$ cat src/rtl/srxi_params.svh
// srxi_params.svh: offsets, field positions, reset values and codes of the
// receive interrupt block; the top module and the bench include this header.
// Notes on behaviour
// - sources are char-available and special condition
// - mode in control D4:D3, modifier D2
// - data read pops data and status together
// - status D0 set whenever FIFO holds data
// - pending bits set even with master enable off
// - threshold clear: request on one byte
// - threshold set: four clean bytes or special
// - reset-under-service with four left re-requests
// - threshold set: special in top four interrupts
// - threshold set: no FIFO lock on special
// - new request only while under-service clear
// - disabled mode never requests, status still valid
// - first-char mode: first byte sets pending
// - later chars silent until enable-next or special
// - first-char and special-only modes: special locks exit entry after its read
// - only error-reset command releases the lock
// - first-char and special share pending, under-service
// - vector codes 010/011 chan B, 110/111 chan A
// - all-chars mode, threshold clear: pending while exit holds data
// - special-only mode: only special chars pend
`ifndef SRXI_PARAMS_SVH
`define SRXI_PARAMS_SVH
// register byte offsets on the bus
`define SRXI_OFF_CTRL      8'h00
`define SRXI_OFF_EXTOPT    8'h04
`define SRXI_OFF_MASTER    8'h08
`define SRXI_OFF_CMD       8'h0c
`define SRXI_OFF_STATUS    8'h10
`define SRXI_OFF_RXCOND    8'h14
`define SRXI_OFF_DATA      8'h18
`define SRXI_OFF_VECTOR    8'h1c
`define SRXI_OFF_PENDING   8'h20
// field positions
`define SRXI_CTRL_MODE_HI  4
`define SRXI_CTRL_MODE_LO  3
`define SRXI_CTRL_PAR_BIT  2
`define SRXI_EXT_THR_BIT   3
`define SRXI_MIC_MIE_BIT   3
`define SRXI_MIC_CHA_BIT   4
`define SRXI_CMD_HI        5
`define SRXI_CMD_LO        3
`define SRXI_PEND_A_BIT    5
`define SRXI_PEND_B_BIT    2
// reset values
`define SRXI_RST_REG8      8'h00
// FIFO geometry and threshold
`define SRXI_DEPTH         4'h8
`define SRXI_THRESHOLD     4'h4
// vector status codes
`define SRXI_VEC_B_AVAIL   3'h2
`define SRXI_VEC_B_SPEC    3'h3
`define SRXI_VEC_A_AVAIL   3'h6
`define SRXI_VEC_A_SPEC    3'h7
`endif

$ cat src/rtl/srxi_pkg.sv
// srxi_pkg: types of the receive interrupt block.
// assumes srxi_params.svh sits beside it in the include path.
package srxi_pkg;
    // receive interrupt mode field
    typedef enum logic [1:0] {
        SRXI_MODE_OFF   = 2'b00,
        SRXI_MODE_FIRST = 2'b01,
        SRXI_MODE_ALL   = 2'b10,
        SRXI_MODE_SPEC  = 2'b11
    } srxi_mode_type;
    // command field codes
    typedef enum logic [2:0] {
        SRXI_CMD_NULL     = 3'b000,
        SRXI_CMD_EN_NEXT  = 3'b100,
        SRXI_CMD_ERR_RST  = 3'b110,
        SRXI_CMD_RST_IUS  = 3'b111
    } srxi_cmd_type;
endpackage

$ cat src/rtl/srxi_fifo_mem.sv
// srxi_fifo_mem: eight-byte receive data store with registered read.
// assumes one writer and a read address held stable by the caller.
`timescale 1ns/1ps
module srxi_fifo_mem
    import srxi_pkg::*;
(
    // clock
    input  wire logic       clk,
    // write side
    input  wire logic       wr_en,
    input  wire logic [2:0] wr_addr,
    input  wire logic [7:0] wr_data,
    // read side
    input  wire logic [2:0] rd_addr,
    output logic      [7:0] rd_data
);
    logic [7:0] mem [0:7];

    // storage, no reset needed for data
    always_ff @(posedge clk) begin
        if (wr_en) begin
            mem[wr_addr] <= wr_data;
        end
    end

    // read data lags the address by one cycle
    always_ff @(posedge clk) begin
        rd_data <= mem[rd_addr];
    end
endmodule

$ cat src/rtl/srxi_top.sv
// srxi_top: receive interrupt logic of one serial channel behind an APB slave.
// assumes receiver strobes bytes with status, and an acknowledge pulse input.
`timescale 1ns/1ps
`include "srxi_params.svh"
module srxi_top
    import srxi_pkg::*;
(
    // clock and reset
    input  wire logic        clk,
    input  wire logic        rst,
    // apb slave
    input  wire logic        psel,
    input  wire logic        penable,
    input  wire logic        pwrite,
    input  wire logic [7:0]  paddr,
    input  wire logic [31:0] pwdata,
    output logic      [31:0] prdata,
    output logic             pready,
    output logic             pslverr,
    // receiver byte stream
    input  wire logic        rx_valid,
    input  wire logic [7:0]  rx_data,
    input  wire logic        rx_overrun,
    input  wire logic        rx_framing,
    input  wire logic        rx_eof,
    input  wire logic        rx_parity,
    // interrupt handshake and full flag to the receiver
    input  wire logic        int_ack,
    output logic             int_req,
    output logic             rx_full
);
    logic [7:0]    ctrl;
    logic [7:0]    ext_opt;
    logic [7:0]    master;
    logic [7:0]    vec_base;
    logic [2:0]    wr_ptr;
    logic [2:0]    rd_ptr;
    logic [3:0]    count;
    logic [3:0]    st_mem [0:7];
    logic [7:0]    rd_q;
    logic          ip_q;
    logic          special_q;
    logic          int_under_service;
    logic          lock;
    logic          armed;
    logic          next_ip;
    logic          next_special;
    logic          special_top4;
    logic          exit_special;
    logic [2:0]    vec_code;
    logic [31:0]   next_rdata;
    logic          next_err;
    srxi_mode_type mode;
    srxi_cmd_type  cmd;
    logic          thr;
    logic          master_int_enable;
    logic          par_spec;
    logic          lock_en;
    logic          is_data_rd;
    logic          load_rd;
    logic          acc;
    logic          wr_acc;
    logic          rd_acc;
    logic          cmd_wr;
    logic          push;
    logic          pop;
    logic          lock_set;
    logic          err_rst;
    logic          ius_rst;
    logic          en_next;
    logic          first_sel;

    // decoded fields
    assign mode     = srxi_mode_type'(ctrl[`SRXI_CTRL_MODE_HI:`SRXI_CTRL_MODE_LO]);
    assign par_spec = ctrl[`SRXI_CTRL_PAR_BIT];
    assign thr      = ext_opt[`SRXI_EXT_THR_BIT];
    assign master_int_enable      = master[`SRXI_MIC_MIE_BIT];
    assign cmd      = srxi_cmd_type'(pwdata[`SRXI_CMD_HI:`SRXI_CMD_LO]);
    // lock only in modes where data is read blind, never with threshold on
    assign lock_en  = (mode == SRXI_MODE_FIRST || mode == SRXI_MODE_SPEC) && !thr;

    // bus phase decode; data reads take one wait state for the registered store
    assign is_data_rd = !pwrite && paddr == `SRXI_OFF_DATA;
    assign load_rd    = psel && !pready && (penable || !is_data_rd);
    assign acc        = psel && penable && pready;
    assign wr_acc     = acc && pwrite;
    assign rd_acc     = acc && !pwrite;
    assign cmd_wr     = wr_acc && paddr == `SRXI_OFF_CMD;
    assign err_rst    = cmd_wr && cmd == SRXI_CMD_ERR_RST;
    assign ius_rst    = cmd_wr && cmd == SRXI_CMD_RST_IUS;
    assign en_next    = cmd_wr && cmd == SRXI_CMD_EN_NEXT;
    assign first_sel  = wr_acc && paddr == `SRXI_OFF_CTRL
                        && pwdata[`SRXI_CTRL_MODE_HI:`SRXI_CTRL_MODE_LO] == 2'b01
                        && mode != SRXI_MODE_FIRST;

    // special condition of the exit entry and of the four exit-side entries
    always_comb begin
        logic [3:0] st;
        logic [2:0] idx;
        st           = st_mem[rd_ptr];
        idx          = 3'h0;
        exit_special = (count != 4'h0)
                       && (st[3] || st[2] || st[1] || (st[0] && par_spec));
        special_top4 = 1'b0;
        for (int i = 0; i < 4; i++) begin
            idx = rd_ptr + 3'(i);
            st  = st_mem[idx];
            if (4'(i) < count && (st[3] || st[2] || st[1] || (st[0] && par_spec))) begin
                special_top4 = 1'b1;
            end
        end
    end

    // fifo moves: push from receiver, pop on data read unless locked
    assign push     = rx_valid && count != `SRXI_DEPTH;
    assign lock_set = rd_acc && paddr == `SRXI_OFF_DATA && count != 4'h0
                      && !lock && lock_en && exit_special;
    assign pop      = (rd_acc && paddr == `SRXI_OFF_DATA && count != 4'h0
                       && !lock && !lock_set)
                      || (err_rst && lock);

    srxi_fifo_mem u_mem (
        .clk     (clk),
        .wr_en   (push),
        .wr_addr (wr_ptr),
        .wr_data (rx_data),
        .rd_addr (rd_ptr),
        .rd_data (rd_q)
    );

    // four-bit status entries travel beside the data bytes
    always_ff @(posedge clk) begin
        if (push) begin
            st_mem[wr_ptr] <= {rx_eof, rx_framing, rx_overrun, rx_parity};
        end
    end

    // pointers and fill count
    always_ff @(posedge clk or posedge rst) begin
        if (rst) begin
            wr_ptr <= 3'h0;
            rd_ptr <= 3'h0;
            count  <= 4'h0;
        end else begin
            if (push) begin
                wr_ptr <= wr_ptr + 3'h1;
            end
            if (pop) begin
                rd_ptr <= rd_ptr + 3'h1;
            end
            count <= count + {3'h0, push} - {3'h0, pop};
        end
    end

    // full flag shown to the receiver
    always_ff @(posedge clk or posedge rst) begin
        if (rst) begin
            rx_full <= 1'b0;
        end else begin
            rx_full <= (count + {3'h0, push} - {3'h0, pop}) == `SRXI_DEPTH;
        end
    end

    // exit lock on special condition, released by error reset only
    always_ff @(posedge clk or posedge rst) begin
        if (rst) begin
            lock <= 1'b0;
        end else if (lock_set) begin
            lock <= 1'b1;
        end else if (err_rst) begin
            lock <= 1'b0;
        end
    end

    // first-character arm; a re-arm in the same cycle as a pop wins
    always_ff @(posedge clk or posedge rst) begin
        if (rst) begin
            armed <= 1'b0;
        end else if (first_sel || en_next) begin
            armed <= 1'b1;
        end else if (pop && mode == SRXI_MODE_FIRST) begin
            armed <= 1'b0;
        end
    end

    // pending computation per mode; runs in every enabled mode for polling
    always_comb begin
        next_ip      = 1'b0;
        next_special = lock;
        case (mode)
            SRXI_MODE_OFF: begin
                next_ip = 1'b0;
            end
            SRXI_MODE_FIRST: begin
                next_ip = (armed && count != 4'h0) || lock;
            end
            SRXI_MODE_ALL: begin
                if (thr) begin
                    next_ip      = count >= `SRXI_THRESHOLD || special_top4;
                    next_special = special_top4;
                end else begin
                    next_ip      = count != 4'h0 || lock;
                    next_special = exit_special || lock;
                end
            end
            SRXI_MODE_SPEC: begin
                next_ip = lock;
            end
            default: begin
                next_ip = 1'b0;
            end
        endcase
    end

    // registered pending and kind of pending
    always_ff @(posedge clk or posedge rst) begin
        if (rst) begin
            ip_q      <= 1'b0;
            special_q <= 1'b0;
        end else begin
            ip_q      <= next_ip;
            special_q <= next_special;
        end
    end

    // under-service: set by acknowledge, cleared by command; set wins
    always_ff @(posedge clk or posedge rst) begin
        if (rst) begin
            int_under_service <= 1'b0;
        end else if (int_ack && int_req) begin
            int_under_service <= 1'b1;
        end else if (ius_rst) begin
            int_under_service <= 1'b0;
        end
    end

    // request line; master enable gates only the line, not the pending bit
    always_ff @(posedge clk or posedge rst) begin
        if (rst) begin
            int_req <= 1'b0;
        end else begin
            int_req <= ip_q && master_int_enable && !int_under_service && !(int_ack && int_req);
        end
    end

    // vector status code by channel
    always_comb begin
        if (master[`SRXI_MIC_CHA_BIT]) begin
            vec_code = special_q ? `SRXI_VEC_A_SPEC : `SRXI_VEC_A_AVAIL;
        end else begin
            vec_code = special_q ? `SRXI_VEC_B_SPEC : `SRXI_VEC_B_AVAIL;
        end
        if (!ip_q) begin
            vec_code = `SRXI_VEC_B_SPEC;
        end
    end

    // software registers
    always_ff @(posedge clk or posedge rst) begin
        if (rst) begin
            ctrl     <= `SRXI_RST_REG8;
            ext_opt  <= `SRXI_RST_REG8;
            master   <= `SRXI_RST_REG8;
            vec_base <= `SRXI_RST_REG8;
        end else if (wr_acc) begin
            case (paddr)
                `SRXI_OFF_CTRL: begin
                    ctrl <= pwdata[7:0];
                end
                `SRXI_OFF_EXTOPT: begin
                    ext_opt <= pwdata[7:0];
                end
                `SRXI_OFF_MASTER: begin
                    master <= pwdata[7:0];
                end
                `SRXI_OFF_VECTOR: begin
                    vec_base <= pwdata[7:0];
                end
                default: begin
                end
            endcase
        end
    end

    // read mux and unmapped decode
    always_comb begin
        next_rdata = 32'h0;
        next_err   = 1'b0;
        case (paddr)
            `SRXI_OFF_CTRL:    next_rdata = {24'h0, ctrl};
            `SRXI_OFF_EXTOPT:  next_rdata = {24'h0, ext_opt};
            `SRXI_OFF_MASTER:  next_rdata = {24'h0, master};
            `SRXI_OFF_CMD:     next_rdata = 32'h0;
            `SRXI_OFF_STATUS:  next_rdata = {31'h0, count != 4'h0};
            `SRXI_OFF_RXCOND:  next_rdata = {24'h0, st_mem[rd_ptr], 4'h0};
            `SRXI_OFF_DATA:    next_rdata = {24'h0, rd_q};
            `SRXI_OFF_VECTOR:  next_rdata = {24'h0, vec_base[7:4], vec_code, vec_base[0]};
            `SRXI_OFF_PENDING: next_rdata = master[`SRXI_MIC_CHA_BIT]
                                            ? {26'h0, ip_q, 5'h0}
                                            : {29'h0, ip_q, 2'h0};
            default:           next_err   = 1'b1;
        endcase
    end

    // bus answer flops; pready pulses one cycle per transfer
    always_ff @(posedge clk or posedge rst) begin
        if (rst) begin
            pready  <= 1'b0;
            prdata  <= 32'h0;
            pslverr <= 1'b0;
        end else begin
            pready <= load_rd;
            if (load_rd) begin
                prdata  <= pwrite ? 32'h0 : next_rdata;
                pslverr <= next_err;
            end else begin
                pslverr <= 1'b0;
            end
        end
    end
endmodule

$ cat config.mk
export PLATFORM = sky130hd
export DESIGN_NAME = srxi_top
export DESIGN_NICKNAME = d
export VERILOG_FILES = /design/src/rtl/srxi_pkg.sv /design/src/rtl/srxi_fifo_mem.sv /design/src/rtl/srxi_top.sv
export VERILOG_INCLUDE_DIRS = /design/src /design/src/rtl
export SDC_FILE = /design/constraint.sdc
export NUM_CORES = 1
export LEC_CHECK = 0
export BUFFER_PORTS_ARGS = -buffer_cell sky130_fd_sc_hd__buf_2
export CORE_UTILIZATION = 35
export CTS_CLUSTER_SIZE = 10
export DETAILED_ROUTE_END_ITERATION = 8
export SLEW_MARGIN = 10
export SYNTH_ARGS = -nofsm -noshare
export SYNTH_HDL_FRONTEND = slang
export SYNTH_SLANG_ARGS = --single-unit
$ cat constraint.sdc
create_clock -name clk -period 8.4 [get_ports clk]
set_input_delay 0.84 -clock clk [delete_from_list [all_inputs] [get_ports clk]]
set_output_delay 0.84 -clock clk [all_outputs]
set_load 0.05 [all_outputs]
==> results of run 1 <==
-- cells in the final DEF, fill, tap and decap left out, types with 11 or more instances in the layout --
cell                        Yosys  layout
sky130_fd_sc_hd__nand2_1       62      62
sky130_fd_sc_hd__mux2_2        33      33
sky130_fd_sc_hd__inv_1         15      14
sky130_fd_sc_hd__buf_2          6      46
sky130_fd_sc_hd__conb_1         1      24
sky130_fd_sc_hd__nand2b_1      11      11
sky130_fd_sc_hd__a21oi_1       11      11
sky130_fd_sc_hd__clkbuf_16      0      17
sky130_fd_sc_hd__nor2_1        13      13
sky130_fd_sc_hd__edfxtp_1      96      96
sky130_fd_sc_hd__buf_4         25      12
sky130_fd_sc_hd__mux4_2        30      30
sky130_fd_sc_hd__dfrtp_1       56      55
sky130_fd_sc_hd__nand3_1       11      11
-- state kept, by name (all words and copies together) (netlist names), 3 cells and up --
name,cells
u_mem.mem,64
st_mem,32
ctrl,8
ext_opt,8
master,8
prdata,8
u_mem.rd_data,8
vec_base,5
count,4
rd_ptr,3
wr_ptr,3
-- routing by layer --
layer | vias up | share of wire | GRT usage
met5 | - | 0 | 0
met4 | 0 | 0.014 | 0.05464
met3 | 21 | 0.055 | 0.04317
met2 | 150 | 0.48 | 0.2448
met1 | 2274 | 0.45 | 0.2045
li1 | 2032 | - | -
-- power groups by stage --
| stage | combinational, mW | clock [mW] | sequential, mW |
|---|---|---|---|
| 2_1_floorplan | 0.202 | 0 | 0.987 |
| 3_3_place_gp | 0.280 | 0 | 0.996 |
| 3_5_place_dp | 0.289 | 0 | 1.00 |
| 4_1_cts | 0.291 | 0.766 | 0.986 |
| 5_1_grt | 0.316 | 0.798 | 0.995 |
| 6_report | 0.288 | 0.748 | 0.986 |
-- synthesized netlist by cell type, types with 2 or more instances --
library cell | number | share of area
sky130_fd_sc_hd__o21ai_0 | 10 | 0.0068
sky130_fd_sc_hd__a211oi_1 | 2 | 0.0020
sky130_fd_sc_hd__nand2b_1 | 11 | 0.0094
sky130_fd_sc_hd__and2_1 | 5 | 0.0043
sky130_fd_sc_hd__nor4_1 | 6 | 0.0051
sky130_fd_sc_hd__a222oi_1 | 6 | 0.0082
sky130_fd_sc_hd__buf_4 | 25 | 0.026
sky130_fd_sc_hd__and4_1 | 3 | 0.0036
sky130_fd_sc_hd__o2111ai_1 | 2 | 0.0024
sky130_fd_sc_hd__nor3_1 | 10 | 0.0068
sky130_fd_sc_hd__mux4_1 | 3 | 0.011
sky130_fd_sc_hd__nand4_1 | 2 | 0.0017
sky130_fd_sc_hd__a221oi_1 | 4 | 0.0048
sky130_fd_sc_hd__dfxtp_1 | 8 | 0.022
sky130_fd_sc_hd__mux4_2 | 30 | 0.092
sky130_fd_sc_hd__and3_1 | 3 | 0.0026
sky130_fd_sc_hd__nand2_1 | 62 | 0.032
sky130_fd_sc_hd__ha_1 | 8 | 0.014
sky130_fd_sc_hd__nand3_1 | 11 | 0.0075
sky130_fd_sc_hd__a22o_1 | 6 | 0.0071
sky130_fd_sc_hd__o31ai_1 | 3 | 0.0031
sky130_fd_sc_hd__inv_1 | 15 | 0.0077
sky130_fd_sc_hd__or3_1 | 5 | 0.0043
sky130_fd_sc_hd__nor2_1 | 13 | 0.0066
sky130_fd_sc_hd__a21oi_1 | 11 | 0.0075
sky130_fd_sc_hd__nand4b_1 | 2 | 0.0024
sky130_fd_sc_hd__dfrtp_1 | 56 | 0.19
sky130_fd_sc_hd__mux2_2 | 33 | 0.051
sky130_fd_sc_hd__nor2b_1 | 2 | 0.0017
sky130_fd_sc_hd__buf_2 | 6 | 0.0041
sky130_fd_sc_hd__xnor2_1 | 7 | 0.0083
sky130_fd_sc_hd__xor2_1 | 3 | 0.0036
sky130_fd_sc_hd__clkbuf_1 | 12 | 0.0061
sky130_fd_sc_hd__edfxtp_1 | 96 | 0.39
sky130_fd_sc_hd__nor4b_2 | 2 | 0.0041
sky130_fd_sc_hd__o211ai_1 | 5 | 0.0051
-- area by class of cell --
| class | instances | area share |
|---|---|---|
| inverters | 17 | 0.007869 |
| clock inverters | 12 | 0.01589 |
| flip-flops and latches | 160 | 0.5275 |
| repair buffers | 58 | 0.03801 |
| clock buffers | 20 | 0.05182 |
| multi-input cells | 315 | 0.3188 |
| well taps | 270 | 0.04009 |
-- worst max-delay path by stage --
stage	startpoint	endpoint	slack [ns]	cells after the start
floorplan	paddr[1]	rx_full	4.88	10
global route	rd_ptr[2]	rx_full	3.99	11
global placement	paddr[1]	rx_full	4.22	12
CTS	rd_ptr[2]	rx_full	4.15	11
finish	rd_ptr[2]	rx_full	4.28	11
detailed placement	paddr[1]	rx_full	4.18	12
-- through the flow --
stage                 util  area (µm²)  cells
floorplan                -        7438    535
global placement    0.3846        7856    820
detailed placement  0.3846        7856    820
CTS                 0.4125        8427    852
global route        0.4125        8427    852
finish              0.4125        8427    852
-- kinds of logic (layout without fill, tap and decap cells) --
group,count (synthesis),count (layout),share of synthesized area
DFF,160,160,0.6045
and+or+nand+nor,143,143,0.1004
muxes,67,67,0.1547
AOI/OAI and AO/OA,62,62,0.06688
buffers and inverters,60,107,0.04476
xor gates and xnor gates,10,10,0.01191
adders and majority gates,9,9,0.01634
other,1,24,0.0005101
-- worst max-delay path: stages, from the launching register on --
cell and delay [ns]:
sky130_fd_sc_hd__dfrtp_1 0.77, sky130_fd_sc_hd__clkinv_1 0.72, sky130_fd_sc_hd__mux2_2 0.54, sky130_fd_sc_hd__a2111oi_4 0.44, sky130_fd_sc_hd__o41ai_2 0.16, sky130_fd_sc_hd__o31ai_1 0.12
sky130_fd_sc_hd__nand2_1 0.14, sky130_fd_sc_hd__ha_1 0.29, sky130_fd_sc_hd__a21o_1 0.15, sky130_fd_sc_hd__a21oi_1 0.19, sky130_fd_sc_hd__xor2_1 0.20, sky130_fd_sc_hd__nor4b_1 0.26
==> flow_summary.html, run 1 <==
<table>
<tr><th>Metric</th><th>Value</th></tr>
<tr><th colspan="2">Clock network</th></tr>
<tr><td>Setup repair bufs after CTS</td><td>0</td></tr>
<tr><td>Total of hold buffers inserted after clock tree synthesis</td><td>0</td></tr>
<tr><td>Number of gates resized after cts</td><td>0</td></tr>
<tr><td>CTS clk-pin slew, worst paths</td><td>around 0.060 ns</td></tr>
<tr><td>Root Driver</td><td>sky130_fd_sc_hd__clkbuf_16</td></tr>
<tr><td>H-tree levels</td><td>4</td></tr>
<tr><td>TritonCTS clock tree</td><td>done</td></tr>
<tr><td>Clock buffer count from CTS</td><td>17</td></tr>
<tr><td>Source-to-sink clock delay at the later pin of the worst-skew pair</td><td>0.43 ns</td></tr>
<tr><td>Number of sinks handled by clock tree synthesis</td><td>160</td></tr>
<tr><td>Max clock buf depth</td><td>2</td></tr>
<tr><th colspan="2">Route</th></tr>
<tr><td>First-pass DRT Iterations</td><td>5</td></tr>
<tr><td>Initial DRC count</td><td>around 320</td></tr>
<tr><td>Final ANT Viol Nets</td><td>0</td></tr>
<tr><td>Vias per inst</td><td>roughly 5.3</td></tr>
<tr><td>Residual DRC count</td><td>0</td></tr>
<tr><td>Drt total wl</td><td>between 15000 and 20000 µm</td></tr>
<tr><td>Via count of the routed design</td><td>about 4.5k</td></tr>
<tr><td>Post-detailed-route wirelength per cell</td><td>~18 µm</td></tr>
<tr><th colspan="2">Floorplanning</th></tr>
<tr><td>Number of placement rows</td><td>52</td></tr>
<tr><td>Full die area</td><td>21590 µm²</td></tr>
<tr><td>Die height</td><td>about 150 µm</td></tr>
<tr><td>Starting density of the core</td><td>0.3599</td></tr>
<tr><td>Horizontal extent of the die</td><td>146.9 µm</td></tr>
<tr><td>Core area</td><td>20430 µm²</td></tr>
<tr><td>IO Pins</td><td>95</td></tr>
<tr><th colspan="2">Synth</th></tr>
<tr><td>Netlist Area Pre-Place</td><td>7352 µm²</td></tr>
<tr><td>Yosys warnings</td><td>0</td></tr>
<tr><td>Gate count after technology mapping</td><td>512</td></tr>
<tr><td>Yosys reg bits</td><td>between 150 and 200</td></tr>
<tr><td>Number of synthesized flops with an enable pin</td><td>96</td></tr>
<tr><td>Post-Syn Area per Cell</td><td>roughly 14 µm²</td></tr>
<tr><td>Sequential area share after synthesis</td><td>0.6045</td></tr>
<tr><td>Top flip-flop cell by instance count after synthesis</td><td>sky130_fd_sc_hd__edfxtp_1</td></tr>
<tr><td>Share of async-settable or async-resettable flops after synthesis</td><td>0.3500</td></tr>
<tr><td>Cell variety after synth</td><td>60</td></tr>
<tr><th colspan="2">Critical path</th></tr>
<tr><td>Endpoint kind of the worst setup timing path</td><td>flop</td></tr>
<tr><td>Cell count of the worst reg-to-reg path</td><td>11</td></tr>
<tr><td>Worst endpoint data arrival time</td><td>roughly 4.4 ns</td></tr>
<tr><td>Worst path required time</td><td>approximately 8.7 ns</td></tr>
<tr><td>Reg2Reg Launch Point</td><td>rd_ptr[2]</td></tr>
<tr><td>Type of origin of the critical path</td><td>flop</td></tr>
<tr><td>Endpoint of the worst register-to-register path</td><td>rx_full</td></tr>
<tr><td>Crit-path max FO</td><td>15</td></tr>
<tr><td>Critical path start-end classification</td><td>reg -&gt; reg</td></tr>
<tr><td>Reg2Reg Setup Slack</td><td>4.28 ns</td></tr>
<tr><th colspan="2">Power and ir drop</th></tr>
<tr><td>Power share of the sequential group</td><td>0.488</td></tr>
<tr><td>Switching power</td><td>around 540 µW</td></tr>
<tr><td>Total design power</td><td>roughly 2.0 mW</td></tr>
<tr><td>Maximum vdd drop</td><td>about 0.14 mV</td></tr>
<tr><td>Int Power</td><td>between 1 and 1.5 mW</td></tr>
<tr><td>Static leakage</td><td>between 3 and 4 nW</td></tr>
<tr><td>Clock share of power</td><td>0.370</td></tr>
<tr><td>Power density normalized to cell area</td><td>240.0 nW/µm²</td></tr>
<tr><td>Switching Fraction</td><td>0.2689</td></tr>
<tr><td>Combinational group share of total power</td><td>0.142</td></tr>
<tr><th colspan="2">Placement</th></tr>
<tr><td>Count of buffers inserted at the top-level ports</td><td>46</td></tr>
<tr><td>Half-perimeter wire length after placement</td><td>approximately 10000 µm</td></tr>
<tr><td>Worst-case setup slack after placement</td><td>4.177 ns</td></tr>
<tr><td>Final GP Congestion</td><td>~0.8</td></tr>
<tr><th colspan="2">Cells and area</th></tr>
<tr><td>FF+latch area</td><td>4446 µm²</td></tr>
<tr><td>Net count reported at finish</td><td>approximately 640</td></tr>
<tr><td>Antenna diode count</td><td>0</td></tr>
<tr><td>Filler cell count</td><td>approximately 1.9k</td></tr>
<tr><td>Footprint of the multi-input gates</td><td>2686 µm²</td></tr>
<tr><td>Ratio of cells with drive above 1 in the final layout</td><td>0.2801</td></tr>
<tr><td>Area delta synth-&gt;final</td><td>14.62%</td></tr>
<tr><th colspan="2">Timing</th></tr>
<tr><td>Layout Skew</td><td>between 0.008 and 0.009 ns</td></tr>
<tr><td>Hold WS</td><td>0.4181 ns</td></tr>
<tr><td>Maximum operating frequency</td><td>~240 MHz</td></tr>
<tr><td>Final critical path time including I/O delays and setup</td><td>between 4 and 5 ns</td></tr>
<tr><td>Unrepaired setup endpoints after global routing</td><td>no</td></tr>
<tr><td>Final setup fails</td><td>0</td></tr>
<tr><td>Pins over their slew limit</td><td>0</td></tr>
<tr><td>Hold violation count in the final report</td><td>0</td></tr>
<tr><td>Slew HR</td><td>0.3495</td></tr>
<tr><td>Worst slew pin tran</td><td>0.9733 ns</td></tr>
<tr><td>Setup TNS</td><td>0 ns</td></tr>
<tr><td>Share of the clock period used by the worst path after layout</td><td>0.4909</td></tr>
<tr><td>Slack of the critical path</td><td>around 4.3 ns</td></tr>
<tr><th colspan="2">GRT</th></tr>
<tr><td>First-pass GRT wire length</td><td>25020 µm</td></tr>
<tr><td>Initial antenna violation count</td><td>1</td></tr>
<tr><td>Pin count of the biggest net entering global routing</td><td>57</td></tr>
<tr><td>Total track usage</td><td>0.1549</td></tr>
<tr><td>Grt ovf</td><td>0</td></tr>
<tr><td>Number of global-route vias before repair</td><td>around 4.4k</td></tr>
<tr><th colspan="2">Min path</th></tr>
<tr><td>Hold path start</td><td>int_under_service</td></tr>
<tr><td>Worst hold path stage count</td><td>1</td></tr>
<tr><td>Endpoint, Worst Hold</td><td>int_req</td></tr>
<tr><td>Type of the tightest min-delay check</td><td>reg -&gt; reg</td></tr>
<tr><th colspan="2">Run</th></tr>
<tr><td>Maxcap violations</td><td>0</td></tr>
<tr><th colspan="2">Outcome</th></tr>
<tr><td>Status</td><td>completed</td></tr>
</table>
(Power assumes the default switching activity.)
==> run 2, diff against run 1 <==
- ABC_AREA: unset -> 1
- clock period: 8.4 -> 3.7 ns (I/O delays scaled with it)
==> run 2 against run 1 <==
  * Clock skew increased by 0.0011 ns
  * Via count increased by 19%
  * Critical endpoint unchanged
  * Routed wire length increased by 5.8%
  * Final cell count increased by 30%
  * Largest power group unchanged
  * Highest routed layer unchanged
==> flow_summary.html, run 2 <==
<table>
<tr><th>Metric</th><th>Value</th></tr>
<tr><th colspan="2">Outcome</th></tr>
<tr><td>Status</td><td>completed</td></tr>
<tr><th colspan="2">GRT</th></tr>
<tr><td>Total track usage</td><td>0.1594 (+0.004563)</td></tr>
<tr><td>Pin count of the biggest net entering global routing</td><td>39 (-32%)</td></tr>
<tr><td>First-pass GRT wire length</td><td>26100 µm (+4.3%)</td></tr>
<tr><td>Grt ovf</td><td>0 (unchanged)</td></tr>
<tr><td>Number of global-route vias before repair</td><td>5078 (+15%)</td></tr>
<tr><td>Initial antenna violation count</td><td>0 (-1)</td></tr>
<tr><th colspan="2">Power and ir drop</th></tr>
<tr><td>Clock share of power</td><td>0.377 (+0.007)</td></tr>
<tr><td>Switching power</td><td>1.275 mW (+130%)</td></tr>
<tr><td>Power share of the sequential group</td><td>0.483 (-0.005)</td></tr>
<tr><td>Maximum vdd drop</td><td>0.3298 mV (+140%)</td></tr>
<tr><td>Int Power</td><td>3.256 mW (+120%)</td></tr>
<tr><td>Static leakage</td><td>3.597 nW (+9.1%)</td></tr>
<tr><td>Switching Fraction</td><td>0.2815 (+0.01256)</td></tr>
<tr><td>Power density normalized to cell area</td><td>534.8 nW/µm² (+120%)</td></tr>
<tr><td>Combinational group share of total power</td><td>0.141 (about the same)</td></tr>
<tr><th colspan="2">Synth</th></tr>
<tr><td>Biggest area consumer among synthesized cells</td><td>sky130_fd_sc_hd__edfxtp_1</td></tr>
<tr><td>Netlist Area Pre-Place</td><td>7396 µm² (+0.60%)</td></tr>
<tr><td>Gate count after technology mapping</td><td>767 (+50%)</td></tr>
<tr><td>Post-Syn Area per Cell</td><td>9.643 µm² (-33%)</td></tr>
<tr><td>Top-area cell type share of the netlist area</td><td>0.3898 (-0.002322)</td></tr>
<tr><td>Top flip-flop cell by instance count after synthesis</td><td>sky130_fd_sc_hd__edfxtp_1</td></tr>
<tr><td>Number of synthesized flops with an enable pin</td><td>96 (unchanged)</td></tr>
<tr><td>Cell with the most instances after synthesis</td><td>sky130_fd_sc_hd__nand2_1</td></tr>
<tr><td>Yosys reg bits</td><td>160 (unchanged)</td></tr>
<tr><td>Ranking of synthesized cells by instance count</td><td>176 x sky130_fd_sc_hd__nand2_1, 96 x sky130_fd_sc_hd__edfxtp_1, 93 x sky130_fd_sc_hd__nor2_1</td></tr>
<tr><td>Sequential area share after synthesis</td><td>0.6009 (-0.003579)</td></tr>
<tr><td>Share of async-settable or async-resettable flops after synthesis</td><td>0.3500 (unchanged)</td></tr>
<tr><td>Yosys warnings</td><td>0 (unchanged)</td></tr>
<tr><td>Dominant cells by area after synthesis</td><td>sky130_fd_sc_hd__edfxtp_1 39%, sky130_fd_sc_hd__dfrtp_1 19%, sky130_fd_sc_hd__nand2_1 8.9%, sky130_fd_sc_hd__o21ai_0 5.1%, sky130_fd_sc_hd__nor2_1 4.7%</td></tr>
<tr><td>Cell variety after synth</td><td>46 (-23%)</td></tr>
<tr><th colspan="2">Critical path</th></tr>
<tr><td>Type of origin of the critical path</td><td>flop</td></tr>
<tr><td>Worst path required time</td><td>4.02 ns (-4.70 ns)</td></tr>
<tr><td>Crit-path max FO</td><td>38 (+23)</td></tr>
<tr><td>Worst endpoint data arrival time</td><td>3.47 ns (-0.97 ns)</td></tr>
<tr><td>Endpoint kind of the worst setup timing path</td><td>flop</td></tr>
<tr><td>Critical path start-end classification</td><td>reg -&gt; reg</td></tr>
<tr><th colspan="2">Cells and area</th></tr>
<tr><td>Ratio of cells with drive above 1 in the final layout</td><td>0.1493 (-0.1307)</td></tr>
<tr><td>Most frequent cells in the layout</td><td>176 x sky130_fd_sc_hd__nand2_1, 96 x sky130_fd_sc_hd__edfxtp_1, 93 x sky130_fd_sc_hd__nor2_1</td></tr>
<tr><td>Final cell utilization of the core</td><td>0.4134 (+0.0009490)</td></tr>
<tr><td>Most frequent standard cell in the layout excluding fill and tap cells</td><td>sky130_fd_sc_hd__nand2_1</td></tr>
<tr><td>Net count reported at finish</td><td>892 (+40%)</td></tr>
<tr><td>Most flops, register</td><td>u_mem.mem</td></tr>
<tr><td>Area delta synth-&gt;final</td><td>14.57% (about the same)</td></tr>
<tr><td>Count of placed standard cells in the final layout, fillers left out</td><td>1107 (+30%)</td></tr>
<tr><td>Largest registers ranked by flip-flop count</td><td>u_mem.mem: 64 flops, st_mem: 32 flops</td></tr>
<tr><td>Antenna diode count</td><td>0 (unchanged)</td></tr>
<tr><td>Filler cell count</td><td>1986 (+5.3%)</td></tr>
<tr><td>Flip-flop count of the largest register, all copies and words added</td><td>64 (unchanged)</td></tr>
<tr><th colspan="2">Timing</th></tr>
<tr><td>Unrepaired setup endpoints after global routing</td><td>no</td></tr>
<tr><td>Hold violation count in the final report</td><td>0 (unchanged)</td></tr>
<tr><td>Setup TNS</td><td>0 ns (unchanged)</td></tr>
<tr><td>Worst slew pin tran</td><td>0.6315 ns (-0.3418 ns)</td></tr>
<tr><td>Maximum operating frequency</td><td>318.2 MHz (+31%)</td></tr>
<tr><td>Final setup fails</td><td>0 (unchanged)</td></tr>
<tr><td>Layout Skew</td><td>0.009566 ns (+0.001075 ns)</td></tr>
<tr><td>Final critical path time including I/O delays and setup</td><td>3.143 ns (-0.9804 ns)</td></tr>
<tr><td>Slew HR</td><td>0.5784 (+0.2289)</td></tr>
<tr><td>Pins over their slew limit</td><td>0 (unchanged)</td></tr>
<tr><td>Share of the clock period used by the worst path after layout</td><td>0.8494 (+0.3586)</td></tr>
<tr><th colspan="2">Route</th></tr>
<tr><td>Via count of the routed design</td><td>5327 (+19%)</td></tr>
<tr><td>Drt total wl</td><td>16580 µm (+5.8%)</td></tr>
<tr><td>Initial DRC count</td><td>356 (+10%)</td></tr>
<tr><td>Residual DRC count</td><td>0 (unchanged)</td></tr>
<tr><td>Post-detailed-route wirelength per cell</td><td>14.98 µm (-19%)</td></tr>
<tr><td>First-pass DRT Iterations</td><td>4 (-1)</td></tr>
<tr><td>Vias per inst</td><td>4.812 (-8.4%)</td></tr>
<tr><td>Final ANT Viol Nets</td><td>0 (unchanged)</td></tr>
<tr><th colspan="2">Placement</th></tr>
<tr><td>Final GP Congestion</td><td>0.8698 (+9.4%)</td></tr>
<tr><td>Placed insts</td><td>1075 (+31%)</td></tr>
<tr><td>Half-perimeter wire length after placement</td><td>11450 µm (+9.6%)</td></tr>
<tr><td>Count of buffers inserted at the top-level ports</td><td>46 (unchanged)</td></tr>
<tr><th colspan="2">Clock network</th></tr>
<tr><td>TritonCTS clock tree</td><td>done</td></tr>
<tr><td>H-tree levels</td><td>4 (unchanged)</td></tr>
<tr><td>Total of hold buffers inserted after clock tree synthesis</td><td>0 (unchanged)</td></tr>
<tr><td>Max clock buf depth</td><td>2 (unchanged)</td></tr>
<tr><td>Clock buffer count from CTS</td><td>17 (unchanged)</td></tr>
<tr><td>Setup repair bufs after CTS</td><td>0 (unchanged)</td></tr>
<tr><td>Number of gates resized after cts</td><td>0 (unchanged)</td></tr>
<tr><td>Source-to-sink clock delay at the later pin of the worst-skew pair</td><td>0.43 ns (about the same)</td></tr>
<tr><td>Number of sinks handled by clock tree synthesis</td><td>160 (unchanged)</td></tr>
<tr><td>CTS clk-pin slew, worst paths</td><td>0.07 ns (about the same)</td></tr>
<tr><td>Root Driver</td><td>sky130_fd_sc_hd__clkbuf_16</td></tr>
<tr><th colspan="2">Floorplanning</th></tr>
<tr><td>Core area</td><td>20490 µm² (+0.32%)</td></tr>
<tr><td>Number of placement rows</td><td>52 (unchanged)</td></tr>
<tr><td>Horizontal extent of the die</td><td>147.4 µm (+0.29%)</td></tr>
<tr><td>Starting density of the core</td><td>0.3609 (+0.0009943)</td></tr>
<tr><td>Full die area</td><td>21720 µm² (+0.59%)</td></tr>
<tr><td>IO Pins</td><td>95 (unchanged)</td></tr>
<tr><td>Die height</td><td>147.4 µm (+0.29%)</td></tr>
<tr><th colspan="2">Run</th></tr>
<tr><td>Maxcap violations</td><td>0 (unchanged)</td></tr>
<tr><th colspan="2">Min path</th></tr>
<tr><td>Type of the tightest min-delay check</td><td>in -&gt; async</td></tr>
</table>
## run 2: cell types whose count changed in the layout (fill, tap and decap cells not counted), sizes merged, moves of 6 or more
| cell | change |
|---|---|
| mux2 | -34 |
| o21ai | +74 |
| a21oi | -9 |
| mux4 | -33 |
| nor2 | +87 |
| nand2 | +116 |
| nand3 | +57 |
| inv | +44 |
| nand2b | -11 |
| nor4 | -6 |
| a31oi | +8 |
| a222oi | -6 |
| o22ai | +8 |
## run 2: final timing paths
kind / startpoint / endpoint / slack, ns / cells after the start
setup reg to reg: rd_ptr[0] / rx_full / 0.56 / 15
setup / recovery: rd_ptr[0] / rx_full / 0.56 / 15
max in group asynchronous: rst / pready / 2.87 / 3
min in group clk: pwdata[1] / ctrl[1] / 0.17 / 3
hold reg to reg: int_under_service / int_req / 0.42 / 1
hold / removal: rst / rx_full / 0.02 / 2
## run 2: cell type report
cell class	instances	area [µm²]	area share
clock inverters	15	156.4	0.01846
inverters	58	220.2	0.02599
multi-input cells	524	2530	0.2986
clock buffers	17	425.4	0.05021
well taps	270	337.8	0.03987
flip-flops and latches	160	4446	0.5247
repair buffers	63	357.8	0.04223
## run 2: critical path, cell delays in order (launching register included)
cell and delay, ns:
sky130_fd_sc_hd__dfrtp_2 0.44, sky130_fd_sc_hd__buf_4 0.26, sky130_fd_sc_hd__o21ai_0 0.31, sky130_fd_sc_hd__nand2_1 0.09, sky130_fd_sc_hd__nand3_1 0.08, sky130_fd_sc_hd__nand2_1 0.09
sky130_fd_sc_hd__nand3_1 0.09, sky130_fd_sc_hd__nand2_1 0.12, sky130_fd_sc_hd__o21bai_2 0.17, sky130_fd_sc_hd__nand2_2 0.14, sky130_fd_sc_hd__nand2_1 0.16, sky130_fd_sc_hd__nand2_1 0.08
sky130_fd_sc_hd__ha_1 0.21, sky130_fd_sc_hd__fa_1 0.38, sky130_fd_sc_hd__xor2_1 0.18, sky130_fd_sc_hd__nor4_1 0.23
## run 2: per-stage QoR
stage	total power, mW	setup slack (ns)	instance area [µm²]	hold WS [ns]
after floorplan	2.673	0.9912	7482	0.3948
after global placement	2.863	0.5303	7891	0.4101
after detailed placement	2.874	0.4704	7891	0.4150
after CTS	4.576	0.5294	8473	0.04045
after global routing	4.741	0.2197	8473	0.07191
final	4.532	0.5570	8473	0.02132
## run 2: per-layer routing
layer | vias to the layer above | global-route usage | wire, µm
met3 | 25 | 0.03447 | 812
met1 | 2485 | 0.2054 | 7629
met2 | 152 | 0.2608 | 7785
met5 | - | 0 | 0
li1 | 2665 | - | -
met4 | 0 | 0.06340 | 352
## run 2: power groups by stage
stage	combinational, mW	clock, mW	sequential, mW
2_1_floorplan	0.457	0	2.22
5_1_grt	0.729	1.81	2.21
3_5_place_dp	0.651	0	2.22
4_1_cts	0.655	1.73	2.19
6_report	0.638	1.71	2.19
3_3_place_gp	0.642	0	2.22
## run 2: cells by family after synthesis
logic type / count (synthesis) / synth area share
flip-flops: 160 / 0.6009
other: 1 / 0.0005070
adder cells (fa/ha/maj): 9 / 0.01624
AND/OR/NAND/NOR: 364 / 0.2096
XOR/XNOR: 6 / 0.007105
AO/OA/AOI/OAI: 121 / 0.09694
buffers and inverters: 106 / 0.06869
